[src/hdl/qsms_pkg.sv]
// Constants, types and the length decoder for the queued serial port.
// Assumes a single system clock; no register bus, every control is a port.

package qsms_pkg;

    // ------------------------------------------------------------
    // Widths and types
    // ------------------------------------------------------------
    localparam int PTR_W = 4;
    localparam int WORD_W = 16;
    localparam int PCS_W = 4;
    typedef logic [PTR_W-1:0] qsms_ptr_t;
    typedef logic [WORD_W-1:0] qsms_word_t;
    typedef logic [PCS_W-1:0] qsms_pcs_t;

    // ------------------------------------------------------------
    // Lengths, divisor limit and delays in system clocks
    // ------------------------------------------------------------
    localparam logic [4:0] LEN_DEFAULT = 5'h08;
    localparam logic [4:0] LEN_MAX = 5'h10;
    localparam logic [7:0] BAUD_MIN = 8'h02;
    localparam logic [13:0] STD_DELAY_CYC = 14'h0011;
    localparam logic [13:0] ONE_CYC = 14'h0001;
    localparam logic [4:0] DT_SCALE_SHIFT = 5'h05;

    // ------------------------------------------------------------
    // Master sequencer states
    // ------------------------------------------------------------
    typedef enum logic [2:0] {M_IDLE, M_LOAD, M_LEAD, M_SHIFT, M_TRAIL} qsms_state_e;

    // Code zero is 16 bits; reserved low codes fall back to 16 as well.
    function automatic logic [4:0] qsms_len(input logic [3:0] code);
        qsms_len = code[3] ? {2'b01, code[2:0]} : LEN_MAX;
    endfunction : qsms_len

endpackage : qsms_pkg

[src/hdl/qsms_top.sv]
// Queued synchronous serial port, master and slave, one system clock.
// Assumes queue storage outside: entry fields arrive for QUEUE_INDEX in
// the same cycle, and received words leave through a two-entry buffer.
//
// Overview of operation
// - Master ignores slave select; select low flags fault.
// - Master clock is system clock over twice divisor.
// - Divisor zero or one stops the serial clock.
// - Clock delay bit: lead time equals delay count.
// - Clock delay clear: lead time is half period.
// - Length select picks eight bits or length field.
// - Delay select: trail lasts thirty-two times count.
// - Trail count zero gives 8192 clocks.
// - Delay select clear: trail lasts 17 clocks.
// - Enable starts entry at new-queue pointer.
// - Each transfer copies pointer to completed, increments.
// - Continue holds pattern, else pin data between transfers.
// - Queue end sets flag, interrupt, stops without wrap.
// - Wrap restarts at zero or new-queue pointer.
// - Wrap keeps running, enable stays, flag stays set.
// - Interrupt enable buffered; software clears the flag.
// - Wrap cleared: stop at the next queue end.
// - Halt finishes current transfer, then stops.
// - Slave starts at new-queue pointer when enabled.
// - Slave ignores commands, divisor, delays; drives no clock.
// - Slave uses length field, steps pointers per word.
// - Early select rise restarts same entry from its first bit next time.
// - Pointers reset to zero; single transfer by default.
// - Queue end found comparing queue index and end pointers.

`timescale 1ns/100ps
`default_nettype none

module qsms_top #(
    parameter logic [13:0] DT_ZERO_CYCLES = 14'h2000
) (
    input wire logic MCLK,
    input wire logic RESET_N,
    input wire logic MASTER_SELECT_BIT,
    input wire logic PORT_ENABLE_SET,
    input wire logic PORT_ENABLE_CLR,
    output logic PORT_ENABLE_BIT,
    input wire logic CLOCK_PHASE_BIT,
    input wire logic CLOCK_POLARITY_BIT,
    input wire logic [7:0] BAUD_DIVISOR,
    input wire logic [6:0] CLOCK_DELAY_COUNT,
    input wire logic [7:0] AFTER_TRANSFER_DELAY_COUNT,
    input wire logic [3:0] LENGTH_FIELD,
    input wire logic WRAP_ENABLE_BIT,
    input wire logic WRAP_TARGET_BIT,
    input wire logic HALT_BIT,
    output logic HALTED,
    input wire logic NEW_QUEUE_WR,
    input wire qsms_pkg::qsms_ptr_t NEW_QUEUE_POINTER,
    input wire qsms_pkg::qsms_ptr_t END_QUEUE_POINTER,
    output qsms_pkg::qsms_ptr_t QUEUE_INDEX,
    output qsms_pkg::qsms_ptr_t COMPLETED_POINTER,
    input wire qsms_pkg::qsms_pcs_t CMD_CHIP_SELECTS,
    input wire logic CMD_CONTINUE_BIT,
    input wire logic CMD_LENGTH_SELECT_BIT,
    input wire logic CMD_DELAY_SELECT_BIT,
    input wire logic CMD_CLOCK_DELAY_SELECT,
    input wire qsms_pkg::qsms_word_t TX_WORD,
    input wire qsms_pkg::qsms_pcs_t PORT_PIN_DATA,
    output logic RX_VALID,
    input wire logic RX_READY,
    output qsms_pkg::qsms_word_t RX_WORD,
    output qsms_pkg::qsms_ptr_t RX_INDEX,
    input wire logic SCK_IN,
    output logic SCK_OUT,
    output logic SCK_OE,
    input wire logic MOSI_IN,
    output logic MOSI_OUT,
    output logic MOSI_OE,
    input wire logic MISO_IN,
    output logic MISO_OUT,
    output logic MISO_OE,
    input wire logic SHARED_SELECT_N_IN,
    output qsms_pkg::qsms_pcs_t PCS_OUT,
    output logic PCS_OE,
    output logic FINISHED_FLAG,
    input wire logic FINISHED_CLR,
    input wire logic FINISHED_INTERRUPT_ENABLE,
    output logic IRQ,
    output logic MODE_FAULT_FLAG,
    input wire logic MODE_FAULT_CLR
);
    import qsms_pkg::*;

    // ------------------------------------------------------------
    // Pin synchronisers
    // ------------------------------------------------------------
    logic [3:0] pin_a;
    logic [3:0] sync1_r;
    logic [3:0] sync2_r;
    logic [3:0] sync3_r;
    logic sck_s, mosi_s, miso_s, ss_n_s, ss_edge;

    assign pin_a = {SCK_IN, MOSI_IN, MISO_IN, SHARED_SELECT_N_IN};
    assign {sck_s, mosi_s, miso_s, ss_n_s} = sync2_r;

    // Third stage only feeds edge detection; select idles high.
    always_ff @(posedge MCLK)
    begin
        if (!RESET_N)
        begin
            sync1_r <= 4'h1;
            sync2_r <= 4'h1;
            sync3_r <= 4'h1;
        end
        else
        begin
            sync1_r <= pin_a;
            sync2_r <= sync1_r;
            sync3_r <= sync2_r;
        end
    end

    // ------------------------------------------------------------
    // Decode and selection
    // ------------------------------------------------------------
    qsms_state_e state_r;
    logic [13:0] cnt_r;
    logic [5:0] edge_r;
    logic [4:0] len_r, bit_r;
    logic dt_r, continue_bit_r, ck_r, sck_r;
    logic spe_r, fin_r, irq_r, mode_fault_flag_r, pend_r, reload_r;
    qsms_ptr_t ptr_r, cpt_r;
    qsms_word_t tx_sh_r, rx_sh_r;
    qsms_pcs_t pcs_r;
    logic v0_r, v1_r;
    qsms_word_t d0_r, d1_r;
    qsms_ptr_t i0_r, i1_r;

    logic mst, m_run, slave, slv_act, baud_on, m_cnt_end, m_edge, m_last;
    logic s_edge, edge_w, lead_w, samp_w, drv_w, din_w;
    logic m_done, s_done, done_w, at_end, stop_w, fin_evt;
    logic start_w, busy_w, apply_w, go_w, load_w, pop_w;
    logic [4:0] bits_len, cmd_len, len_use, sh_w;
    logic [13:0] baud_w, lead_dly, trail_dly;
    qsms_ptr_t next_ptr, wrap_ptr;

    assign mst = MASTER_SELECT_BIT;
    assign m_run = spe_r && mst;
    assign slave = spe_r && !mst;
    assign slv_act = slave && !ss_n_s;
    assign bits_len = qsms_len(LENGTH_FIELD);
    assign cmd_len = CMD_LENGTH_SELECT_BIT ? bits_len : LEN_DEFAULT;
    assign len_use = mst ? cmd_len : bits_len;
    assign sh_w = LEN_MAX - len_use;
    assign baud_on = BAUD_DIVISOR >= BAUD_MIN;
    assign baud_w = {6'h00, BAUD_DIVISOR};

    // Lead and trail times; slave mode never reaches these states.
    assign lead_dly = CMD_CLOCK_DELAY_SELECT ? {7'h00, CLOCK_DELAY_COUNT}
                                             : baud_w;
    assign trail_dly = !dt_r ? STD_DELAY_CYC
                     : (AFTER_TRANSFER_DELAY_COUNT == 8'h00) ? DT_ZERO_CYCLES
                     : {1'b0, AFTER_TRANSFER_DELAY_COUNT, 5'h00};

    // Master edges come from the modulus counter, slave edges from the pin.
    assign m_cnt_end = cnt_r <= ONE_CYC;
    assign m_edge = m_run && baud_on && m_cnt_end
                 && (state_r == M_LEAD || state_r == M_SHIFT);
    assign m_last = edge_r == ({len_r, 1'b0} - 6'h01);
    assign s_edge = slv_act && (sck_s != sync3_r[3]);
    assign edge_w = m_edge || s_edge;
    assign lead_w = mst ? !edge_r[0] : (sck_s != CLOCK_POLARITY_BIT);
    assign samp_w = edge_w && (lead_w != CLOCK_PHASE_BIT);
    assign drv_w = edge_w && !samp_w && (bit_r != 5'h00);
    assign din_w = mst ? miso_s : mosi_s;

    // Transfer completion and queue-end test.
    assign m_done = m_run && state_r == M_TRAIL && m_cnt_end;
    assign s_done = slv_act && bit_r == bits_len;
    assign done_w = m_done || s_done;
    assign at_end = ptr_r == END_QUEUE_POINTER;
    assign fin_evt = done_w && at_end;
    assign stop_w = fin_evt && !WRAP_ENABLE_BIT;
    assign wrap_ptr = WRAP_TARGET_BIT ? NEW_QUEUE_POINTER : 4'h0;
    assign next_ptr = !at_end ? ptr_r + 4'h1
                    : WRAP_ENABLE_BIT ? wrap_ptr : ptr_r;

    // A pointer rewrite waits until no transfer is under way.
    assign start_w = PORT_ENABLE_SET && !spe_r;
    assign busy_w = (state_r != M_IDLE) || (bit_r != 5'h00);
    assign apply_w = (NEW_QUEUE_WR || pend_r) && !busy_w && !start_w;
    assign go_w = m_run && !HALT_BIT && !v1_r;
    assign load_w = state_r == M_LOAD || reload_r;
    assign pop_w = v0_r && RX_READY;

    // ------------------------------------------------------------
    // Master sequencer
    // ------------------------------------------------------------
    // Aborts to idle whenever enable drops or the mode changes.
    always_ff @(posedge MCLK)
    begin
        if (!RESET_N)
        begin
            state_r <= M_IDLE;
            cnt_r <= 14'h0000;
            edge_r <= 6'h00;
            len_r <= LEN_DEFAULT;
            dt_r <= 1'b0;
            continue_bit_r <= 1'b0;
            ck_r <= 1'b0;
        end
        else if (!m_run)
        begin
            state_r <= M_IDLE;
        end
        else
        begin
            unique case (state_r)
                M_IDLE:
                begin
                    if (go_w)
                    begin
                        state_r <= M_LOAD;
                    end
                end
                M_LOAD:
                begin
                    state_r <= M_LEAD;
                    cnt_r <= lead_dly;
                    edge_r <= 6'h00;
                    len_r <= cmd_len;
                    dt_r <= CMD_DELAY_SELECT_BIT;
                    continue_bit_r <= CMD_CONTINUE_BIT;
                    ck_r <= CMD_CLOCK_DELAY_SELECT;
                end
                M_LEAD, M_SHIFT:
                begin
                    if (m_edge)
                    begin
                        edge_r <= edge_r + 6'h01;
                        cnt_r <= (state_r == M_SHIFT && m_last) ? trail_dly : baud_w;
                        if (state_r == M_LEAD)
                        begin
                            state_r <= M_SHIFT;
                        end
                        else if (m_last)
                        begin
                            state_r <= M_TRAIL;
                        end
                    end
                    else if (!m_cnt_end && (baud_on || state_r == M_LEAD))
                    begin
                        cnt_r <= cnt_r - ONE_CYC;
                    end
                end
                M_TRAIL:
                begin
                    if (m_cnt_end)
                    begin
                        state_r <= M_IDLE;
                    end
                    else
                    begin
                        cnt_r <= cnt_r - ONE_CYC;
                    end
                end
            endcase
        end
    end

    // ------------------------------------------------------------
    // Pin drivers
    // ------------------------------------------------------------
    // Slave mode drives only its data output; clock and selects float.
    always_ff @(posedge MCLK)
    begin
        if (!RESET_N)
        begin
            sck_r <= 1'b0;
            pcs_r <= 4'h0;
            SCK_OE <= 1'b0;
            MISO_OE <= 1'b0;
            HALTED <= 1'b0;
        end
        else
        begin
            SCK_OE <= m_run;
            MISO_OE <= slv_act;
            HALTED <= m_run && HALT_BIT && state_r == M_IDLE;
            if (!m_run || state_r == M_IDLE)
            begin
                sck_r <= CLOCK_POLARITY_BIT;
            end
            else if (m_edge)
            begin
                sck_r <= !sck_r;
            end
            if (!m_run)
            begin
                pcs_r <= PORT_PIN_DATA;
            end
            else if (state_r == M_LOAD)
            begin
                pcs_r <= CMD_CHIP_SELECTS;
            end
            else if (m_done && !continue_bit_r)
            begin
                pcs_r <= PORT_PIN_DATA;
            end
        end
    end

    // ------------------------------------------------------------
    // Shift engine, shared by both modes
    // ------------------------------------------------------------
    // Words leave MSB first; an unsampled first edge never shifts.
    always_ff @(posedge MCLK)
    begin
        if (!RESET_N)
        begin
            tx_sh_r <= 16'h0000;
            rx_sh_r <= 16'h0000;
            bit_r <= 5'h00;
        end
        else if (load_w)
        begin
            tx_sh_r <= TX_WORD << sh_w;
            rx_sh_r <= 16'h0000;
            bit_r <= 5'h00;
        end
        else if (done_w)
        begin
            bit_r <= 5'h00;
        end
        else
        begin
            if (samp_w)
            begin
                rx_sh_r <= {rx_sh_r[14:0], din_w};
                bit_r <= bit_r + 5'h01;
            end
            if (drv_w)
            begin
                tx_sh_r <= {tx_sh_r[14:0], 1'b0};
            end
        end
    end

    // ------------------------------------------------------------
    // Queue pointers and port enable
    // ------------------------------------------------------------
    // A slave reloads its word after each word, select change or rewrite.
    always_ff @(posedge MCLK)
    begin
        if (!RESET_N)
        begin
            ptr_r <= 4'h0;
            cpt_r <= 4'h0;
            pend_r <= 1'b0;
            reload_r <= 1'b0;
            spe_r <= 1'b0;
        end
        else
        begin
            reload_r <= s_done || (slave && ss_edge) || apply_w;
            if (start_w || apply_w)
            begin
                ptr_r <= NEW_QUEUE_POINTER;
                pend_r <= 1'b0;
            end
            else if (done_w)
            begin
                cpt_r <= ptr_r;
                ptr_r <= next_ptr;
                pend_r <= pend_r || NEW_QUEUE_WR;
            end
            else
            begin
                pend_r <= pend_r || NEW_QUEUE_WR;
            end
            if (PORT_ENABLE_SET)
            begin
                spe_r <= 1'b1;
            end
            else if (PORT_ENABLE_CLR || stop_w)
            begin
                spe_r <= 1'b0;
            end
        end
    end
    assign ss_edge = ss_n_s != sync3_r[0];

    // ------------------------------------------------------------
    // Status flags
    // ------------------------------------------------------------
    // Hardware set wins over a clear in the same cycle.
    always_ff @(posedge MCLK)
    begin
        if (!RESET_N)
        begin
            fin_r <= 1'b0;
            irq_r <= 1'b0;
            mode_fault_flag_r <= 1'b0;
        end
        else
        begin
            fin_r <= fin_evt || (fin_r && !FINISHED_CLR);
            irq_r <= (fin_evt && FINISHED_INTERRUPT_ENABLE)
                  || (irq_r && !FINISHED_CLR);
            mode_fault_flag_r <= (mst && !ss_n_s) || (mode_fault_flag_r && !MODE_FAULT_CLR);
        end
    end

    // ------------------------------------------------------------
    // Receive buffer, two entries
    // ------------------------------------------------------------
    // A full buffer stalls the master; a slave cannot wait and drops.
    always_ff @(posedge MCLK)
    begin
        if (!RESET_N)
        begin
            v0_r <= 1'b0;
            v1_r <= 1'b0;
            d0_r <= 16'h0000;
            d1_r <= 16'h0000;
            i0_r <= 4'h0;
            i1_r <= 4'h0;
        end
        else if (pop_w)
        begin
            v0_r <= v1_r || done_w;
            v1_r <= v1_r && done_w;
            d0_r <= v1_r ? d1_r : rx_sh_r;
            i0_r <= v1_r ? i1_r : ptr_r;
            d1_r <= rx_sh_r;
            i1_r <= ptr_r;
        end
        else if (done_w && !v0_r)
        begin
            v0_r <= 1'b1;
            d0_r <= rx_sh_r;
            i0_r <= ptr_r;
        end
        else if (done_w && !v1_r)
        begin
            v1_r <= 1'b1;
            d1_r <= rx_sh_r;
            i1_r <= ptr_r;
        end
    end

    // ------------------------------------------------------------
    // Outputs
    // ------------------------------------------------------------
    assign PORT_ENABLE_BIT = spe_r;
    assign QUEUE_INDEX = ptr_r;
    assign COMPLETED_POINTER = cpt_r;
    assign RX_VALID = v0_r;
    assign RX_WORD = d0_r;
    assign RX_INDEX = i0_r;
    assign SCK_OUT = sck_r;
    assign MOSI_OUT = tx_sh_r[15];
    assign MOSI_OE = SCK_OE;
    assign MISO_OUT = tx_sh_r[15];
    assign PCS_OUT = pcs_r;
    assign PCS_OE = SCK_OE;
    assign FINISHED_FLAG = fin_r;
    assign IRQ = irq_r;
    assign MODE_FAULT_FLAG = mode_fault_flag_r;

    // ------------------------------------------------------------
    // Checks
    // ------------------------------------------------------------
    qsms_state_e last_r;
    logic [13:0] stay_r;
    logic [13:0] stay_w;

    // Cycles spent in the current master state, the present cycle included.
    assign stay_w = (state_r != last_r) ? ONE_CYC : stay_r + ONE_CYC;
    always_ff @(posedge MCLK)
    begin
        last_r <= state_r;
        stay_r <= stay_w;
    end
endmodule : qsms_top

`default_nettype wire

[config.mk]
export PLATFORM = sky130hd
export DESIGN_NAME = qsms_top
export DESIGN_NICKNAME = d
export VERILOG_FILES = /design/src/hdl/qsms_pkg.sv /design/src/hdl/qsms_top.sv
export SDC_FILE = /design/constraint.sdc
export NUM_CORES = 1
export LEC_CHECK = 0
export ABC_AREA = 1
export BUFFER_PORTS_ARGS = -buffer_cell sky130_fd_sc_hd__buf_2
export CAP_MARGIN = 5
export CORE_ASPECT_RATIO = 0.5
export CORE_MARGIN = 8
export CORE_UTILIZATION = 40
export CTS_CLUSTER_DIAMETER = 100
export DETAILED_ROUTE_END_ITERATION = 6
export SLEW_MARGIN = 20
export SYNTH_ARGS = -nofsm -noshare
export SYNTH_HDL_FRONTEND = slang
export SYNTH_SLANG_ARGS = --single-unit
[constraint.sdc]
create_clock -name MCLK -period 2.3 [get_ports MCLK]
set_input_delay 0.115 -clock MCLK [delete_from_list [all_inputs] [get_ports MCLK]]
set_output_delay 0.115 -clock MCLK [all_outputs]
set_load 0.01 [all_outputs]
==> flow_metrics.env <==
export IMPL_clock_sinks=141
export IMPL_hold_viol_final=0
export IMPL_core_area_sq_um=19700
export IMPL_cts_buffers=17
export IMPL_fmax_ghz=0.469
export IMPL_status="finished, final reports clean"
export IMPL_seqCellArea_sq_um=2820
export IMPL_grt_max_degree=44
export IMPL_die_y_um=117
export IMPL_antenna_found_initial=0
export IMPL_ir_drop_mv=0.492
export IMPL_synth_area_top_cells="dfxtp_1, nand2_1, nor2_1"
export IMPL_firstDrtPassIters=4
export IMPL_drc=0
export IMPL_ys_flop_type="dfxtp_1"
export IMPL_clk_pin_slew_ns=0.06
export IMPL_grt_pass1_vias=7890
export IMPL_io_buffers=126
export IMPL_clockBufferDepth=2
export IMPL_dp_cells=1620
export IMPL_start_kind="register"
export IMPL_place_gp_congestion=0.907
export IMPL_synth_seq_cells=141
export IMPL_synth_avg_cell_area_sq_um=6.49
export IMPL_setup_violations=0
export IMPL_final_cells=1672
export IMPL_crit_type="reg2reg"
export IMPL_max_stage_delay_ns=0.32
export IMPL_multi_input_area_sq_um=4520
export IMPL_grt_util_all_layers_pct=17.6
export IMPL_synthesis_area_sq_um=8110
export IMPL_leakagePower_nw=5.00
export IMPL_slowest_stage="dfxtp_1"
export IMPL_cts_root_buf="clkbuf_16"
export IMPL_nNetsFinal=1483
export IMPL_fin_util_pct=50.0
export IMPL_max_slew_margin_pct=52.6
export IMPL_syn_inst=1250
export IMPL_yosysWarnings=0
export IMPL_top_level_ports=127
export IMPL_async_flop_share_pct=0
export IMPL_fp_dieW_um=217
export IMPL_path_max_fanout=5
export IMPL_row_count=36
export IMPL_syn_to_final_growth_pct=21.5
export IMPL_htreeDepth=4
export IMPL_synth_largest_area_cell="dfxtp_1"
export IMPL_slew_viol_final=0
export IMPL_first_iter_violations=442
export IMPL_critical_path_buf_inv_count=3
export IMPL_critPathRequiredTime_ns=2.61
export IMPL_grt_pass1_wl_mm=37.2
export IMPL_fp_dieArea_sq_um=25400
export IMPL_dp_hpwl_mm=16.5
export IMPL_end_kind="register"
export IMPL_synth_top_area_share_pct=34.8
export IMPL_routed_wl_mm=22.7
export IMPL_cts_tree="done"
export IMPL_num_vias=8190
export IMPL_vias_per_cell=4.90
export IMPL_synth_edf_count=0
export IMPL_grt_ovfl_total=0
export IMPL_start_util_pct=41.2
export IMPL_antennaDiodeCount=0
export IMPL_worstPathArrival_ns=2.44
export IMPL_clk_latency_ns=0.42
export IMPL_synth_common_cells="nand2_1, nor2_1, dfxtp_1"
export IMPL_path_cells="inv_1 -> ha_4 -> inv_1 -> nand2_1 -> nand2_1 -> nor2_2 -> nand4_1 -> nand2_2 -> nand2_2 -> nand2_4 -> clkinvlp_4 -> nor2_2 -> nor2_1"
export IMPL_p_per_area_nw_per_um2=609
export IMPL_rsz0062_at_grt="no"
export IMPL_max_cap_viol_count=0
export IMPL_synthDistinctLibCells=46
export IMPL_syn_num_nets=1340
export IMPL_ys_seq_area_share_pct=34.8
export IMPL_postRouteAntennaNets=0
export IMPL_fin_skew_ns=0.0128
export IMPL_min_period_ns=2.13
export IMPL_synth_most_common_cell="nand2_1"
export IMPL_tightestPinTransition_ns=0.705
export IMPL_min_period_over_period_pct=92.7
export IMPL_fillCellCount=2018
export IMPL_wl_per_cell_um=13.6
export IMPL_drive_gt1_share_pct=18.8
export IMPL_fin_total_pwr_mw=6.00
export IMPL_hold_path_class="in2reg"
export IMPL_finalSetupTns_ns=0
export IMPL_crit_family="simple AND/OR/NAND/NOR gates"
## state kept, by name, indices dropped and copies added (netlist names), 5 cells and up
name / count
edge_r: 6
tx_sh_r: 16
RX_WORD: 16
bit_r: 5
cnt_r: 14
rx_sh_r: 16
d1_r: 16
len_r: 5
## worst paths after layout
kind | from | to | slack (ns) | cells after the start
worst min-delay path | PORT_PIN_DATA[1] | PCS_OUT[1] | 0.02 | 5
worst min register to register | sync1_r[1] | sync2_r[1] | 0.41 | 2
worst max-delay path | cnt_r[1] | RX_WORD[8] | 0.17 | 13
worst max register to register | cnt_r[1] | RX_WORD[8] | 0.17 | 13
## logic make-up after synthesis
group,synth area share [%]
AO/OA/AOI/OAI,11.8
XOR/XNOR,3.27
adder cells (fa/ha/maj),1.23
buffers and inverters,10.2
flip-flops,34.8
multiplexers,2.78
AND/OR/NAND/NOR,35.9
## layer usage
metal	track usage (%)	wire [um]	up-vias
li1	-	-	4251
met1	21.0	10600	3747
met2	31.7	10800	161
met3	3.75	898	31
met4	5.47	360	0
met5	0	0	-
## worst register-to-register path, cell delays in order (launching register included)
cell	delay, ns
dfxtp_1	0.32
inv_1	0.12
ha_4	0.16
inv_1	0.06
nand2_1	0.06
nand2_1	0.05
nor2_2	0.12
nand4_1	0.22
nand2_2	0.22
nand2_2	0.09
nand2_4	0.17
clkinvlp_4	0.22
nor2_2	0.15
nor2_1	0.06
## cell type report
class	count	area share, %
clock buffer	20	4.54
clock inverter	12	1.41
inverter	149	5.74
multi-input combinational	914	45.9
sequential	141	28.7
tap	266	3.38
timing repair buffer	167	10.1
timing repair inverter	3	0.229
## metrics by stage
| step | setup WS [ns] | hold slack (ns) | area, sq um |
|---|---|---|---|
| final | 0.167 | 0.0233 | 9850 |
| after global routing | 0.0134 | 0.0323 | 9850 |
| after CTS | 0.0354 | 0.00719 | 9780 |
| after detailed placement | 0.0230 | 0.302 | 9010 |
| after global placement | 0.0173 | 0.298 | 9010 |
| after floorplan | 0.311 | 0.213 | 8110 |
## where the power goes
part	internal [mW]	switching [mW]	total (mW)
clock	1.64	1.12	2.75
combinational	0.281	0.449	0.730
sequential	2.49	0.0255	2.52
total	4.41	1.59	6.00
## layout by cell type, fill, tap and decap left out, types with 23 or more instances in the layout
master,netlist,layout
nand3_1,107,107
buf_4,7,23
a21oi_1,59,58
inv_1,140,138
dfxtp_1,141,141
nand2_1,323,321
nor2_1,197,190
buf_2,14,126
o21ai_0,86,86
## timing repair
item                                    in CTS  in global routing
endpoints found under the setup margin       1                 90
resized for setup                            7                 15
buffers inserted                             0                  1
pin swaps                                    0                  6
hold endpoints to repair                    14                  0
hold buffers                                15                  0
cloned                                       3                  1
(Power assumes the default switching activity.)
